File: config.mk
export PLATFORM = sky130hd
export DESIGN_NAME = tpm_priority_map
export DESIGN_NICKNAME = d
export VERILOG_FILES = /design/src/verilog/tpm_pkg.sv /design/src/verilog/tpm_lookup.sv /design/src/verilog/tpm_priority_map.sv
export SDC_FILE = /design/constraint.sdc
export NUM_CORES = 1
export LEC_CHECK = 0
export BUFFER_PORTS_ARGS = -buffer_cell sky130_fd_sc_hd__buf_2
export CAP_MARGIN = 20
export CORE_AREA = 2 2 116 118
export DETAILED_ROUTE_END_ITERATION = 8
export DIE_AREA = 0 0 118 120
export PLACE_DENSITY = 0.48
export SLEW_MARGIN = 20
export SYNTH_ARGS = -nofsm -noshare
export SYNTH_HDL_FRONTEND = slang
export SYNTH_SLANG_ARGS = --single-unit
File: constraint.sdc
create_clock -name core_clk_i -period 4.2 [get_ports core_clk_i]
set_input_delay 0.42 -clock core_clk_i [delete_from_list [all_inputs] [get_ports core_clk_i]]
set_output_delay 0.42 -clock core_clk_i [all_outputs]
set_load 0.05 [all_outputs]
File: src/verilog/tpm_pkg.sv
// Constants and types for the mid part of the codepoint to priority table
`default_nettype none
package tpm_pkg;

  // ****************************************************************
  // Register map
  // ****************************************************************
  localparam logic [7:0] CODEPOINT_PRIORITY_MAP_7 = 8'h67;
  localparam logic [7:0] CODEPOINT_PRIORITY_MAP_8 = 8'h68;
  localparam logic [7:0] CODEPOINT_PRIORITY_MAP_9 = 8'h69;
  localparam logic [7:0] CODEPOINT_PRIORITY_MAP_10 = 8'h6A;
  localparam logic [7:0] CODEPOINT_PRIORITY_MAP_11 = 8'h6B;
  localparam logic [7:0] CODEPOINT_PRIORITY_MAP_12 = 8'h6C;
  localparam logic [7:0] CODEPOINT_PRIORITY_MAP_13 = 8'h6D;
  localparam logic [7:0] CODEPOINT_PRIORITY_MAP_14 = 8'h6E;
  localparam int NUM_REGS = 8;
  localparam int REG_W = 8;
  localparam logic [REG_W-1:0] REG_RESET = 8'h00;
  // Writable bits: all of 0x67..0x6D, only the two upper fields of 0x6E
  localparam logic [REG_W-1:0] REG_MASK_FULL = 8'hFF;
  localparam logic [REG_W-1:0] REG_MASK_LAST = 8'hF0;

  // ****************************************************************
  // Field layout
  // ****************************************************************
  localparam int FIELD_W = 2;
  localparam int FIELDS_PER_REG = 4;
  localparam int NUM_FIELDS = NUM_REGS * FIELDS_PER_REG;
  localparam logic [FIELD_W-1:0] FIELD_RESET = 2'h0;
  localparam int TOS_W = 8;
  localparam int CP_MSB = 7;
  localparam int CP_LSB = 2;
  localparam int CP_W = CP_MSB - CP_LSB + 1;
  // Codepoint of TOS byte 0x70, field 0 of the first register
  localparam logic [CP_W-1:0] CP_FIRST = 6'h1C;
  // Fields 28 and 29 (TOS 0xE0, 0xE4) sit in 0x6E but are not held here
  localparam logic [NUM_FIELDS-1:0] FIELD_OWNED = 32'hCFFF_FFFF;

  // ****************************************************************
  // State types
  // ****************************************************************
  typedef struct packed {
    logic [NUM_REGS-1:0][REG_W-1:0] regs;
    logic [REG_W-1:0] rdata;
    logic rack;
    logic rhit;
    logic wack;
  } tpm_bank_state_t;

  typedef struct packed {
    logic valid;
    logic hit;
    logic [FIELD_W-1:0] prio;
  } tpm_lookup_state_t;

endpackage
`default_nettype wire

File: src/verilog/tpm_lookup.sv
// Codepoint to priority lookup stage for the mid part of the table
`timescale 1ns/100ps
`default_nettype none
module tpm_lookup #(
  parameter int NUM_FIELDS = tpm_pkg::NUM_FIELDS
) (
  // Clock and reset
  input wire logic core_clk_i,
  input wire logic reset_i,
  // Table contents
  input wire logic [NUM_FIELDS*tpm_pkg::FIELD_W-1:0] table_i,
  // Frame side
  input wire logic frame_valid_i,
  input wire logic [tpm_pkg::TOS_W-1:0] tos_i,
  // Result
  output logic prio_valid_o,
  output logic prio_hit_o,
  output logic [tpm_pkg::FIELD_W-1:0] prio_o
);

  // ****************************************************************
  // Elaboration check
  // ****************************************************************
  if (NUM_FIELDS != tpm_pkg::NUM_FIELDS) begin : g_bad_fields
    $error("tpm_lookup: NUM_FIELDS must match the table size");
  end

  tpm_pkg::tpm_lookup_state_t s_q;
  tpm_pkg::tpm_lookup_state_t s_d;
  logic [tpm_pkg::CP_W-1:0] cp;
  logic [tpm_pkg::CP_W-1:0] idx_full;
  logic [4:0] idx;
  logic in_range;

  // ****************************************************************
  // Lookup
  // ****************************************************************
  always_comb begin
    cp = tos_i[tpm_pkg::CP_MSB:tpm_pkg::CP_LSB];
    idx_full = cp - tpm_pkg::CP_FIRST;
    idx = idx_full[4:0];
    // Only codepoints 0x1C..0x3B land in this part of the table
    in_range = (cp >= tpm_pkg::CP_FIRST) && (idx_full < 6'h20);
    s_d = s_q;
    s_d.valid = frame_valid_i;
    s_d.hit = frame_valid_i && in_range && tpm_pkg::FIELD_OWNED[idx];
    s_d.prio = tpm_pkg::FIELD_RESET;
    if (s_d.hit) begin
      s_d.prio = table_i[idx*tpm_pkg::FIELD_W +: tpm_pkg::FIELD_W];
    end
  end

  always_ff @(posedge core_clk_i) begin
    if (reset_i) begin
      s_q <= '0;
    end else begin
      s_q <= s_d;
    end
  end

  assign prio_valid_o = s_q.valid;
  assign prio_hit_o = s_q.hit;
  assign prio_o = s_q.prio;

endmodule
`default_nettype wire

File: src/verilog/tpm_priority_map.sv
// Register bank of codepoint priority fields, TOS bytes 0x70 to 0xEC
`timescale 1ns/100ps
`default_nettype none
module tpm_priority_map (
  // Clock and reset
  input wire logic core_clk_i,
  input wire logic reset_i,
  // Management register port
  input wire logic [7:0] reg_addr_i,
  input wire logic reg_wr_i,
  input wire logic [tpm_pkg::REG_W-1:0] reg_wdata_i,
  input wire logic reg_rd_i,
  output logic [tpm_pkg::REG_W-1:0] reg_rdata_o,
  output logic reg_rack_o,
  output logic reg_hit_o,
  output logic reg_wack_o,
  // Frame classification
  input wire logic frame_valid_i,
  input wire logic [tpm_pkg::TOS_W-1:0] tos_i,
  output logic prio_valid_o,
  output logic prio_hit_o,
  output logic [tpm_pkg::FIELD_W-1:0] prio_o
);

  tpm_pkg::tpm_bank_state_t s_q;
  tpm_pkg::tpm_bank_state_t s_d;
  logic [tpm_pkg::NUM_FIELDS*tpm_pkg::FIELD_W-1:0] table_flat;
  logic sel_hit;
  logic [2:0] sel_idx;
  logic [tpm_pkg::REG_W-1:0] sel_mask;

  // ****************************************************************
  // Address decode
  // ****************************************************************
  always_comb begin
    sel_hit = 1'b1;
    sel_idx = 3'h0;
    sel_mask = tpm_pkg::REG_MASK_FULL;
    if (reg_addr_i == tpm_pkg::CODEPOINT_PRIORITY_MAP_7) begin
      sel_idx = 3'h0;
    end else if (reg_addr_i == tpm_pkg::CODEPOINT_PRIORITY_MAP_8) begin
      sel_idx = 3'h1;
    end else if (reg_addr_i == tpm_pkg::CODEPOINT_PRIORITY_MAP_9) begin
      sel_idx = 3'h2;
    end else if (reg_addr_i == tpm_pkg::CODEPOINT_PRIORITY_MAP_10) begin
      sel_idx = 3'h3;
    end else if (reg_addr_i == tpm_pkg::CODEPOINT_PRIORITY_MAP_11) begin
      sel_idx = 3'h4;
    end else if (reg_addr_i == tpm_pkg::CODEPOINT_PRIORITY_MAP_12) begin
      sel_idx = 3'h5;
    end else if (reg_addr_i == tpm_pkg::CODEPOINT_PRIORITY_MAP_13) begin
      sel_idx = 3'h6;
    end else if (reg_addr_i == tpm_pkg::CODEPOINT_PRIORITY_MAP_14) begin
      sel_idx = 3'h7;
      // Low half of this byte belongs to the neighbouring bank
      sel_mask = tpm_pkg::REG_MASK_LAST;
    end else begin
      sel_hit = 1'b0;
    end
  end

  // ****************************************************************
  // Register file and read path
  // ****************************************************************
  always_comb begin
    s_d = s_q;
    s_d.rack = reg_rd_i;
    s_d.wack = reg_wr_i && sel_hit;
    s_d.rhit = (reg_rd_i || reg_wr_i) && sel_hit;
    s_d.rdata = s_q.rdata;
    if (reg_wr_i && sel_hit) begin
      s_d.regs[sel_idx] = (reg_wdata_i & sel_mask) | (s_q.regs[sel_idx] & ~sel_mask);
    end
    if (reg_rd_i) begin
      // Unclaimed addresses and bits read as zero so a neighbour can OR in
      if (sel_hit) begin
        s_d.rdata = s_q.regs[sel_idx] & sel_mask;
      end else begin
        s_d.rdata = tpm_pkg::REG_RESET;
      end
    end
  end

  always_ff @(posedge core_clk_i) begin
    if (reset_i) begin
      s_q.regs <= {tpm_pkg::NUM_REGS{tpm_pkg::REG_RESET}};
      s_q.rdata <= tpm_pkg::REG_RESET;
      s_q.rack <= 1'b0;
      s_q.rhit <= 1'b0;
      s_q.wack <= 1'b0;
    end else begin
      s_q <= s_d;
    end
  end

  assign reg_rdata_o = s_q.rdata;
  assign reg_rack_o = s_q.rack;
  assign reg_hit_o = s_q.rhit;
  assign reg_wack_o = s_q.wack;

  // ****************************************************************
  // Table flattening, field i of register r at index 4r+i
  // ****************************************************************
  for (genvar r = 0; r < tpm_pkg::NUM_REGS; r++) begin : g_flat
    assign table_flat[r*tpm_pkg::REG_W +: tpm_pkg::REG_W] = s_q.regs[r];
  end

  // ****************************************************************
  // Classification
  // ****************************************************************
  tpm_lookup #(
    .NUM_FIELDS(tpm_pkg::NUM_FIELDS)
  ) tpm_lookup_inst (
    .core_clk_i(core_clk_i),
    .reset_i(reset_i),
    .table_i(table_flat),
    .frame_valid_i(frame_valid_i),
    .tos_i(tos_i),
    .prio_valid_o(prio_valid_o),
    .prio_hit_o(prio_hit_o),
    .prio_o(prio_o)
  );

endmodule
`default_nettype wire

== Word level (Yosys, flattened, before mapping) ==
Memories as Yosys holds them, arrays and structs flattened.
Cells that the tools add are included.
Storage, ports and cells
  memories: 1
  ROM bits: 32
  logic and storage cells: 76
  input port bits: 29
  register bits: 79
Memories
  (name not given): words 32, bits a word 1, rd ports 1, clocked after Yosys merged registers in 0, wr ports 0, RTL line tpm_lookup.sv:46  | s_d.hit = frame_valid_i && in_range && tpm_pkg::FIELD_OWNED[idx];
Cells by class
  multiplexer cells: 31
  bitwise operators: 6
  add/subtract/negate cells: 1
  equal/unequal tests: 8
  magnitude comparators: 5
  shift-type cells: 1
  reduce and logical (&&, ||, !) cells: 8
Operators by type and width (number)
  64-bit bitwise mux: 1
  8-bit by 7-bit equality test with 1-bit output, second input constant: 8
  64-bit by 7-bit variable part select with 2-bit output: 1
  4-bit two-way mux: 8
  8-bit AND: 3
  8-bit binary-select mux with 3-bit select: 1
  8-bit demux with 3-bit select: 1
  3-bit two-way mux: 8
  8-bit two-way mux: 3
  1-bit two-way mux: 9
  8-bit inverter: 1
  8-bit OR: 1
  6-bit by 5-bit greater-or-equal comparator with 1-bit output, second input constant: 1
  1-bit logical AND: 6
  5-bit by 6-bit less-than comparator with 1-bit output, second input constant: 1
  6-bit less-than comparator, second input constant: 1
  6-bit by 5-bit subtractor with 6-bit output, second input constant: 1
  3-bit by 4-bit less-than comparator with 1-bit output, second input constant: 1
  3-bit by 1-bit greater-or-equal comparator with 1-bit output, second input constant: 1
  2-bit OR reduction: 1
  1-bit logical OR: 1
  1-bit inverter: 1

== Logic depth before layout (Yosys ltp) ==
Gate-level depths: netlist of run 1.
  depth after elaboration: 14
  mapped depth: 7
  gate-level depth less buffers: 6

== Modules after synthesis ==
A second synthesis of run 1 with hierarchy kept.
Second synthesis, totals
  cells, all modules: 409
  area total of the unflattened synthesis: 4220.3 µm²
By module, submodules not included
  tpm_priority_map: seq. area each 1501.4 µm², instances 1, area an instance 3475.8 µm², cells each 352
  tpm_lookup: seq. area each 80.1 µm², instances 1, area an instance 744.5 µm², cells each 57

== Worst setup path before layout of run 1 ==
No wires, ideal clock.
  path kind: in2reg
  from: in tos_i[4] (netlist name)
  to: reg tpm_lookup_inst.s_q, in the netlist tpm_lookup_inst.prio_o[1]
  path slack: 2.515 ns
  required time: 4.125 ns
  setup time: 0.075 ns
  buffers on the path: 1
  arrival: 1.610 ns
  cell stages on the path: 7
  cells stage by stage: ha_1 -> clkbuf_1 -> inv_1 -> a221oi_1 -> a22oi_1 -> o21a_1 -> o22ai_1
On the way
  longest elaborated chain between the ends: 7
  elaborated cells on any way between the ends: 11
RTL lines
  start: declaration: RTL line tpm_priority_map.sv:19  | input wire logic [tpm_pkg::TOS_W-1:0] tos_i,
  branches (longest 7 deep; another with 6-bit by 5-bit subtractor with 6-bit output)
  end signal: assignment: RTL line tpm_lookup.sv:55  | s_q <= '0;
  end signal: assignment: RTL line tpm_lookup.sv:57  | s_q <= s_d;
  end: declaration: RTL line tpm_lookup.sv:28  | tpm_pkg::tpm_lookup_state_t s_q;
Parallel ways; which one is timed is not known. The select of a mux whose other input is x is not followed.
A chain may end at the register's enable or synchronous reset.

== Worst setup path in the final report of run 1 ==
  from: in reg_addr_i[3]
  to: reg s_q[66] (netlist name)
On the way
  longest elaborated chain between the ends: 14
  elaborated cells on any way between the ends: 35
RTL lines
  start: declaration: RTL line tpm_priority_map.sv:9  | input wire logic [7:0] reg_addr_i,
  8-bit by 7-bit equality test with 1-bit output: RTL line tpm_priority_map.sv:53  | end else if (reg_addr_i == tpm_pkg::CODEPOINT_PRIORITY_MAP_14) begin
  3-bit two-way mux: RTL line tpm_priority_map.sv:53
  3-bit two-way mux: RTL line tpm_priority_map.sv:51  | end else if (reg_addr_i == tpm_pkg::CODEPOINT_PRIORITY_MAP_13) begin
  3-bit two-way mux: RTL line tpm_priority_map.sv:49  | end else if (reg_addr_i == tpm_pkg::CODEPOINT_PRIORITY_MAP_12) begin
  3-bit two-way mux: RTL line tpm_priority_map.sv:47  | end else if (reg_addr_i == tpm_pkg::CODEPOINT_PRIORITY_MAP_11) begin
  3-bit two-way mux: RTL line tpm_priority_map.sv:45  | end else if (reg_addr_i == tpm_pkg::CODEPOINT_PRIORITY_MAP_10) begin
  3-bit two-way mux: RTL line tpm_priority_map.sv:43  | end else if (reg_addr_i == tpm_pkg::CODEPOINT_PRIORITY_MAP_9) begin
  3-bit two-way mux: RTL line tpm_priority_map.sv:41  | end else if (reg_addr_i == tpm_pkg::CODEPOINT_PRIORITY_MAP_8) begin
  3-bit two-way mux: RTL line tpm_priority_map.sv:39  | if (reg_addr_i == tpm_pkg::CODEPOINT_PRIORITY_MAP_7) begin
  3-bit by 4-bit less-than comparator with 1-bit output (implied by the code), or another cell as far along: RTL line tpm_priority_map.sv:72  | s_d.regs[sel_idx] = (reg_wdata_i & sel_mask) | (s_q.regs[sel_idx] & ~sel_mask);
  1-bit logical AND (implied by the code) / 8-bit two-way mux (equally long branches): RTL line tpm_priority_map.sv:72
  8-bit two-way mux (implied by the code) / 8-bit AND (equally long branches): RTL line tpm_priority_map.sv:72
  8-bit demux with 3-bit select / 8-bit OR (equally long branches): RTL line tpm_priority_map.sv:72
  64-bit bitwise mux: RTL line tpm_priority_map.sv:72
  end: declaration: RTL line tpm_priority_map.sv:25  | tpm_pkg::tpm_bank_state_t s_q;
Several ways; a longest one is shown, not always the timed one. The select of a mux whose other input is x is not followed.

==> results_dict.tcl, run 1 <==
set metrics [dict create \
    r2r_slack_ns 2.69 \
    overflow 0 \
    dieHeight_um 120 \
    start_util 0.320 \
    cellPowerDensity_nw_per_um2 371 \
    clk_pin_slew_ns 0.06 \
    drt_iter0_drc 274 \
    track_usage 0.171 \
    hp-class "in2reg" \
    finalClockSkew_ns 0.00446 \
    hold_end "reg_hit_o$_SDFF_PP0_" \
    grt_pass1_wl_mm 18.5 \
    cp-start-kind "primary input" \
    drt_wl_total_mm 11.7 \
    grt_pass1_vias 3235 \
    cts_sinks 79 \
    r2r-end "tpm_lookup_inst.prio_o[1]$_SDFF_PP0_" \
    cts_buffers 9 \
    antenna_found_initial 0 \
    yosys_warnings 0 \
    dr.pass1.iters 4 \
    ys.flop_type "dfxtp_1" \
    port-buffer-count 41 \
    cts_buffer_depth 2 \
    routedWlPerCell_um 18.6 \
    syn_area_per_cell_um2 9.49 \
    synth_top_family_by_area "multiplexers" \
    die_w_um 118 \
    dpl_cell_area_um2 4380 \
    drive_gt1_frac 0.197 \
    cts_hold_buf 0 \
    max_freq_mhz 424 \
    core_area_um2 13000 \
    rsz0062_at_grt "false" \
    syn2layout_area_growth_pct 13.2 \
    post-route-period-util 0.561 \
    rows 42 \
    netlist_area_um2 4150 \
    boundaryPins 44 \
    setup.worst_path.class "in2reg" \
    vias_per_cell 5.24 \
    final_hold_viol_count 0 \
    min_path_cells 2 \
    period_needed_ns 2.36 \
    rr_startpoint "s_q[66]$_SDFFE_PP0P_" \
    synth-simple-area-share 0.165 \
    maxSlewViolCount 0 \
    arrival_ns 2.58 \
    n_fill_cell 1346 \
    utilization 0.362 \
    worst_hold_slack_ns 0.316 \
    ys_ff_latch 79 \
    worstPathRequired_ns 4.42 \
    power_uw 1740 \
    ir_worst_vdd_mv 0.185 \
    cts_tree "done" \
    final_cell_mix "79 x mux2i_1, 79 x dfxtp_1, 74 x nor2_1" \
    synth.distinct_cells 48 \
    die-area_um2 14200 \
    synthAdderAreaFrac 0.00302 \
    grt_max_degree 36 \
    worstSetupEndpointType "flip-flop" \
    syn_nets 467 \
    place_congestion 0.875 \
    cts_resized 0 \
    yosysSeqAreaShare 0.381 \
    antenna_cells 0 \
    cts_root_buf "clkbuf_16" \
    slew_headroom 0.436 \
    ys_async_sr_fraction 0 \
    hp-start "reg_rd_i" \
    fin_area_um2 4700 \
    totalNegativeSetupSlack_ns 0 \
    synth_edf_count 0 \
    insertion_delay_ns 0.34 \
    synth_xor_xnor_area_share 0.00422 \
    cap_violations 0 \
    vias 3313 \
    syn_inst 437 \
    r2r_cells 4 \
    leakagePower_uw 0.00186 \
    synth_compound_area_frac 0.138 \
    status "finished, final reports clean" \
    setup_viol 0 \
    worstMarginPinSlew_ns 0.842 \
    muxShareOfSynthArea 0.256 \
    drc 0 \
    htreeDepth 3 \
    dp_hpwl_mm 8.62 \
    nets 481 \
    worstPathMaxFanout 14 \
    cts_setup_buffers 0 \
    drtAntennaViolNets 0 \
]
==> per-layer routing <==
metal	GRT usage	up-vias	wire [µm]
met5	0	-	0
met4	0.0625	0	165
met3	0.0328	13	595
met2	0.270	90	5440
met1	0.232	1607	5540
li1	-	1603	-
==> final cells by class <==
cell class              instances  area (µm²)  share of cell area
flip-flops and latches         79        1580               0.337
repair buffers                 44         225              0.0479
multi-input cells             315        2350               0.500
clock buffers                   9         225              0.0479
well taps                     176         220              0.0469
inverters                       2        7.51             0.00160
clock inverters                 7        87.6              0.0186
==> where the power goes <==
| group | switching, µW | leakage [µW] | internal (µW) |
|---|---|---|---|
| sequential | 0.984 | 0.000637 | 752 |
| combinational | 108 | 0.00107 | 54.9 |
| clock | 311 | 0.000155 | 516 |
| total | 420 | 0.00186 | 1320 |
==> cells by family after synthesis <==
group | after synthesis
AOI/OAI and AO/OA | 81
xor gates and xnor gates | 2
adders and majority gates | 1
buffers and inverters | 43
DFF | 79
muxes | 95
and+or+nand+nor | 136
==> synth_stat cells (4+ instances only) <==
| library cell | n | area share |
|---|---|---|
| o21a_1 | 5 | 0.0091 |
| dfxtp_1 | 79 | 0.38 |
| a22oi_1 | 4 | 0.0072 |
| a21oi_1 | 8 | 0.0097 |
| o211ai_1 | 4 | 0.0072 |
| mux4_2 | 8 | 0.043 |
| buf_2 | 8 | 0.0097 |
| nand2_1 | 17 | 0.015 |
| o221a_2 | 4 | 0.011 |
| nor2_1 | 74 | 0.067 |
| clkbuf_1 | 22 | 0.020 |
| a211oi_1 | 5 | 0.0091 |
| nand2b_1 | 5 | 0.0075 |
| nor2b_1 | 13 | 0.020 |
| mux2i_1 | 79 | 0.19 |
| o21ai_0 | 15 | 0.018 |
| o22ai_1 | 12 | 0.018 |
| nand3_1 | 5 | 0.0060 |
| buf_4 | 10 | 0.018 |
| mux2_2 | 8 | 0.022 |
| a221oi_1 | 8 | 0.017 |
==> through the flow <==
stage                     cells  worst slack [ns]
after floorplan             437              2.51
after global placement      615              1.57
after detailed placement    615              1.52
after CTS                   631              1.87
after global routing        632              1.70
final                       632              1.84
==> worst max path at each step <==
stage	from	endpoint	slack, ns
after floorplan	tos_i[4]	tpm_lookup_inst.prio_o[1]$_SDFF_PP0_	2.51
after global placement	reg_addr_i[3]	s_q[61]$_SDFFE_PP0P_	1.57
after detailed placement	reg_addr_i[3]	s_q[66]$_SDFFE_PP0P_	1.52
after CTS	reg_addr_i[3]	s_q[66]$_SDFFE_PP0P_	1.87
after global routing	reg_addr_i[3]	s_q[64]$_SDFFE_PP0P_	1.70
final	reg_addr_i[3]	s_q[66]$_SDFFE_PP0P_	1.84
==> sequential cells by signal (all words and copies together), names as in the netlist <==
register / count
reg_hit_o: 1
reg_rack_o: 1
reg_rdata_o: 8
reg_wack_o: 1
s_q: 64
tpm_lookup_inst.prio_o: 2
tpm_lookup_inst.prio_hit_o: 1
tpm_lookup_inst.prio_valid_o: 1
==> critical path: stages <==
cell and delay [ns]:
buf_2 0.28, nand3b_1 0.21, nor3_2 0.46, buf_4 0.25, nand4b_1 0.53, mux2i_1 0.35
nor2_1 0.06
Power figures use the tool's default switching activity.
==> run 2: changes to the inputs <==
PLACE_DENSITY = 0.5   (was 0.48)
clock period = 2 ns   (was 4.2 ns; I/O delays follow)
==> run 2 against run 1 <==
Against the previous run: combinational power up 120%; highest routed layer unchanged; critical path type unchanged; die area unchanged; routed wire length up 0.85%; critical endpoint is now tpm_lookup_inst.prio_o[0]$_SDFF_PP0_; clock power up 120%.
==> results_dict.tcl, run 2 (synthesis gave the netlist of run 1 again) <==
set metrics [dict create \
    vias 3390 \
    die-area_um2 14200 \
    worstPathMaxFanout 11 \
    multi_input_area_um2 2350 \
    routedWlPerCell_um 18.4 \
    clk_pin_slew_ns 0.06 \
    cts_sinks 79 \
    place_congestion 0.904 \
    maxSlewViolCount 0 \
    period_needed_ns 1.59 \
    cellPowerDensity_nw_per_um2 771 \
    top_register "s_q" \
    grt_pass1_vias 3224 \
    largest_register_ffs 64 \
    cts_hold_buf 0 \
    htreeDepth 3 \
    setup.worst_path.class "in2reg" \
    syn2layout_area_growth_pct 16.4 \
    cp_slowest_cell "nor2_1" \
    antenna_found_initial 0 \
    fin_area_um2 4830 \
    max_freq_mhz 631 \
    status "finished, final reports clean" \
    max_stage_delay_ns 0.60 \
    post-route-period-util 0.793 \
    ir_worst_vdd_mv 0.363 \
    vias_per_cell 5.26 \
    final_cell_mix "79 x mux2i_1, 79 x dfxtp_1, 74 x nor2_1" \
    arrival_ns 1.79 \
    hp-class "in2reg" \
    cp-start-kind "primary input" \
    totalNegativeSetupSlack_ns 0 \
    drive_gt1_frac 0.214 \
    dr.pass1.iters 5 \
    start_util 0.320 \
    worst_hold_slack_ns 0.0768 \
    path_cells "buf_2 -> buf_4 -> nor2_1 -> a221oi_1 -> a22oi_1 -> o21a_1 -> o22ai_1" \
    dpl_cell_area_um2 4500 \
    boundaryPins 44 \
    hp-start "reset_i" \
    drt_wl_total_mm 11.8 \
    drt_iter0_drc 224 \
    leakagePower_uw 0.00193 \
    cts_setup_buffers 0 \
    n_fill_cell 1327 \
    setup_viol 0 \
    worstPathRequired_ns 2.20 \
    drc 0 \
    nets 493 \
    overflow 0 \
    rows 42 \
    cts_resized 0 \
    dp_hpwl_mm 8.86 \
    port-buffer-count 41 \
    core_area_um2 13000 \
    final_hold_viol_count 0 \
    slew_headroom 0.472 \
    track_usage 0.172 \
    grt_max_degree 38 \
    ff_latch_area_um2 1580 \
    worstMarginPinSlew_ns 0.790 \
    worstSetupEndpointType "flip-flop" \
    drtAntennaViolNets 0 \
    grt_pass1_wl_mm 18.6 \
    antenna_cells 0 \
    cts_tree "done" \
    dieHeight_um 120 \
    rr_startpoint "s_q[16]$_SDFFE_PP0P_" \
    startpoint "tos_i[4]" \
    finalClockSkew_ns 0.00937 \
    rsz0062_at_grt "false" \
    cts_buffers 9 \
    insertion_delay_ns 0.34 \
    cts_buffer_depth 2 \
    cts_root_buf "clkbuf_16" \
    cap_violations 0 \
    die_w_um 118 \
    utilization 0.372 \
]
[run 2: cell type report]
class	count	share of cell area
clock buffer	13	0.0539
clock inverter	3	0.0135
inverter	2	0.00156
multi-input combinational	315	0.487
sequential	79	0.328
tap	176	0.0456
timing repair buffer	56	0.0710
[run 2: power by group]
part | switching [µW] | total, µW | internal (µW)
clock | 623 | 1780 | 1160
combinational | 227 | 357 | 130
sequential | 2.28 | 1580 | 1580
[run 2: layer usage]
| metal | vias to the layer above | track usage | wire [µm] |
|---|---|---|---|
| met3 | 12 | 0.0295 | 785 |
| met1 | 1633 | 0.238 | 5460 |
| met5 | - | 0 | 0 |
| li1 | 1627 | - | - |
| met2 | 118 | 0.275 | 5410 |
| met4 | 0 | 0.0535 | 184 |
[run 2: worst paths after layout]
kind	end	cells after the start	slack, ns
max	tpm_lookup_inst.prio_o[0]$_SDFF_PP0_	7	0.41
min	reg_rack_o$_SDFF_PP0_	2	0.08
max reg2reg	tpm_lookup_inst.prio_o[1]$_SDFF_PP0_	4	0.54
min reg2reg	reg_rdata_o[4]$_SDFFE_PP0P_	2	0.46
[run 2: stage by stage]
step | power, µW | instances | worst slack [ns]
final | 3720 | 644 | 0.414
after global routing | 3870 | 644 | 0.398
after CTS | 3760 | 644 | 0.505
after detailed placement | 1970 | 628 | 0.152
after global placement | 1970 | 628 | 0.221
after floorplan | 1850 | 437 | 0.535
[run 2: worst max-delay path: cells and delay by family]
family	cells	cell delay [ns]
compound gates	4	0.70
simple gates	1	0.60
buf+inv	2	0.28
==> run 3: changes to the inputs <==
ABC_AREA = 1   (was not set)
CORE_AREA = 2 2 122 124   (was 2 2 116 118)
DIE_AREA = 0 0 124 126   (was 0 0 118 120)
clock period = 1.45 ns   (was 2 ns; I/O delays follow)
==> run 3 against run 2 <==
Against the previous run: the run now ends with negative setup slack left; sequential power is 39% higher; combinational power rose by 80%; via count increased by 48%; critical path depth up 9; die area is 10% higher; cell count grew 53%; design area increased by 37%; worst setup slack got worse by 0.44 ns; first-iteration DRC count increased by 50%; register-to-register slack got worse by 0.47 ns; synthesized cell count grew 59%; total power is 42% higher; largest power group unchanged.
==> results_dict.tcl, run 3 <==
set metrics [dict create \
    hp-class "in2reg" \
    synth_top_area_frac 0.341 \
    worstPathRequired_ns 1.75 \
    slew_headroom 0.667 \
    place_congestion 0.910 \
    setup_viol 9 \
    dr.pass1.iters 5 \
    layout_commonest_cell "nand2_1" \
    drc 0 \
    drt_iter0_drc 336 \
    grt_max_degree 44 \
    antenna_cells 0 \
    period_needed_ns 1.48 \
    htreeDepth 3 \
    drtAntennaViolNets 0 \
    syn2layout_area_growth_pct 42.2 \
    clk_pin_slew_ns 0.06 \
    utilization 0.461 \
    nets 829 \
    synth_area_leader_cell "dfxtp_1" \
    setup.worst_path.class "in2reg" \
    place_inst 951 \
    ys.flop_type "dfxtp_1" \
    boundaryPins 44 \
    syn_area_per_cell_um2 6.67 \
    status "finished, violations left" \
    largest_register_ffs 64 \
    vias_per_cell 5.10 \
    ys_ff_latch 79 \
    track_usage 0.206 \
    final_hold_viol_count 0 \
    syn_inst 696 \
    layout_setup_ws_ns -0.0262 \
    dieHeight_um 126 \
    port-buffer-count 41 \
    worstMarginPinSlew_ns 0.499 \
    final_cell_mix "105 x nand2_1, 89 x inv_1, 81 x a21oi_1" \
    cts_sinks 79 \
    worstSetupEndpointType "flip-flop" \
    top_register "s_q" \
    layout.cells.non_filler 987 \
    post-route-period-util 1.02 \
    die_w_um 124 \
    dp_slack_ns -0.447 \
    arrival_ns 1.77 \
    dp_hpwl_mm 11.6 \
    cellPowerDensity_nw_per_um2 802 \
    grt_pass1_vias 4656 \
    finalClockSkew_ns 0.0118 \
    vias 5032 \
    drt_wl_total_mm 15.9 \
    synth_common_cells "127 x nand2_1, 92 x inv_1, 82 x a21oi_1" \
    start_util 0.324 \
    grt_pass1_wl_mm 24.5 \
    yosysSeqAreaShare 0.341 \
    overflow 0 \
    ys_async_sr_fraction 0 \
    die-area_um2 15600 \
    synthTopCellsByArea "dfxtp_1 34%, nand2_1 10%, a21oi_1 8.8%, nand3_1 8.1%, o21ai_0 7.7%" \
    insertion_delay_ns 0.35 \
    ir_worst_vdd_mv 0.636 \
    worstPathMaxFanout 7 \
    core_area_um2 14300 \
    synth.distinct_cells 37 \
    routedWlPerCell_um 16.1 \
    cts_tree "done" \
    violations "negative setup slack" \
    max_freq_mhz 677 \
    rsz0062_at_grt "true" \
    netlist_area_um2 4640 \
    cts_root_buf "clkbuf_16" \
    rows 44 \
    leakagePower_uw 0.00286 \
    antenna_found_initial 0 \
    cp-start-kind "primary input" \
    cts_buffer_depth 2 \
    cap_violations 0 \
    maxSlewViolCount 0 \
    cts_buffers 9 \
    synth_edf_count 0 \
    syn_nets 726 \
    yosys_warnings 0 \
    yosysMostFrequentCell "nand2_1" \
    drive_gt1_frac 0.344 \
]
run 3: cell count changes after synthesis, sizes merged, moves of 11 or more:
cell / before / now
mux2i: 79 / 0
o22ai: 12 / 1
nor2b: 14 / 0
inv: 2 / 106
nand3: 7 / 84
nor2: 77 / 58
nand2: 17 / 134
a21oi: 8 / 83
o21ai: 15 / 77
run 3: final timing paths:
kind	slack [ns]	cells after the start	from	endpoint
max	-0.03	16	reg_addr_i[1]	s_q[22]$_SDFFE_PP0P_
min	0.005	2	reset_i	tpm_lookup_inst.prio_valid_o$_SDFF_PP0_
max reg2reg	0.07	8	s_q[68]$_SDFFE_PP0P_	tpm_lookup_inst.prio_o[1]$_SDFF_PP0_
min reg2reg	0.46	2	reg_rdata_o[2]$_SDFFE_PP0P_	reg_rdata_o[2]$_SDFFE_PP0P_
run 3: logic make-up (layout without fill, tap and decap cells):
family | count (synthesis) | after routing | share of synthesized area
simple gates | 288 | 288 | 0.306
compound gates | 180 | 180 | 0.211
xor+xnor | 1 | 1 | 0.00189
buf+inv | 147 | 254 | 0.138
fa+ha+maj | 1 | 1 | 0.00270
flops | 79 | 79 | 0.341
run 3: cell type report:
type / count / area, µm²
repair buffers: 132 / 1140
clock inverters: 3 / 67.6
fillers: 1458 / 7720
clock buffers: 12 / 246
well taps: 184 / 230
multi-input cells: 470 / 2890
inverters: 106 / 428
flip-flops and latches: 79 / 1580
repair inverters: 1 / 11.3
run 3: power breakdown:
group / switching (µW) / total [µW] / leakage, µW / internal (µW)
Sequential: 6.02 / 2190 / 0.000637 / 2180
Combinational: 396 / 642 / 0.00207 / 246
Clock: 915 / 2460 / 0.000149 / 1550
Total: 1320 / 5290 / 0.00286 / 3980
run 3: through the flow:
stage	hold slack, ns	power, µW	area (µm²)	setup TNS [ns]
after detailed placement	0.368	2810	5590	-24.67
after floorplan	0.263	2550	4760	-0.288
final	0.00491	5290	6600	-0.0975
after CTS	0.00457	5280	6030	0
after global placement	0.358	2810	5590	-24.82
after global routing	0.0292	5480	6600	-3.48
run 3: layer usage:
metal / GRT usage / vias up / wire [µm]
met5: 0 / - / 0
met4: 0.104 / 0 / 590
met3: 0.0303 / 35 / 846
met2: 0.310 / 192 / 7290
met1: 0.284 / 2317 / 7170
li1: - / 2488 / -
run 3: timing repair:
item                       in CTS  in global routing
buffers inserted                4                 16
hold endpoints to repair        0                  0
setup endpoints to repair      33                 69
resized for setup              15                137
hold buffers                    0                  0
pin swaps                       7                 38
gates cloned                    1                  0
run 3: worst max-delay path, stage by stage:
cell	delay (ns)
clkbuf_4	0.16
inv_4	0.06
nand2_1	0.07
nor2_2	0.14
nand2_4	0.09
nand3_4	0.13
buf_6	0.15
buf_12	0.13
nand3_2	0.09
nand3_2	0.07
nand2_2	0.05
inv_2	0.08
nand3_4	0.19
nand3_2	0.13
nand2_1	0.05
inv_1	0.05
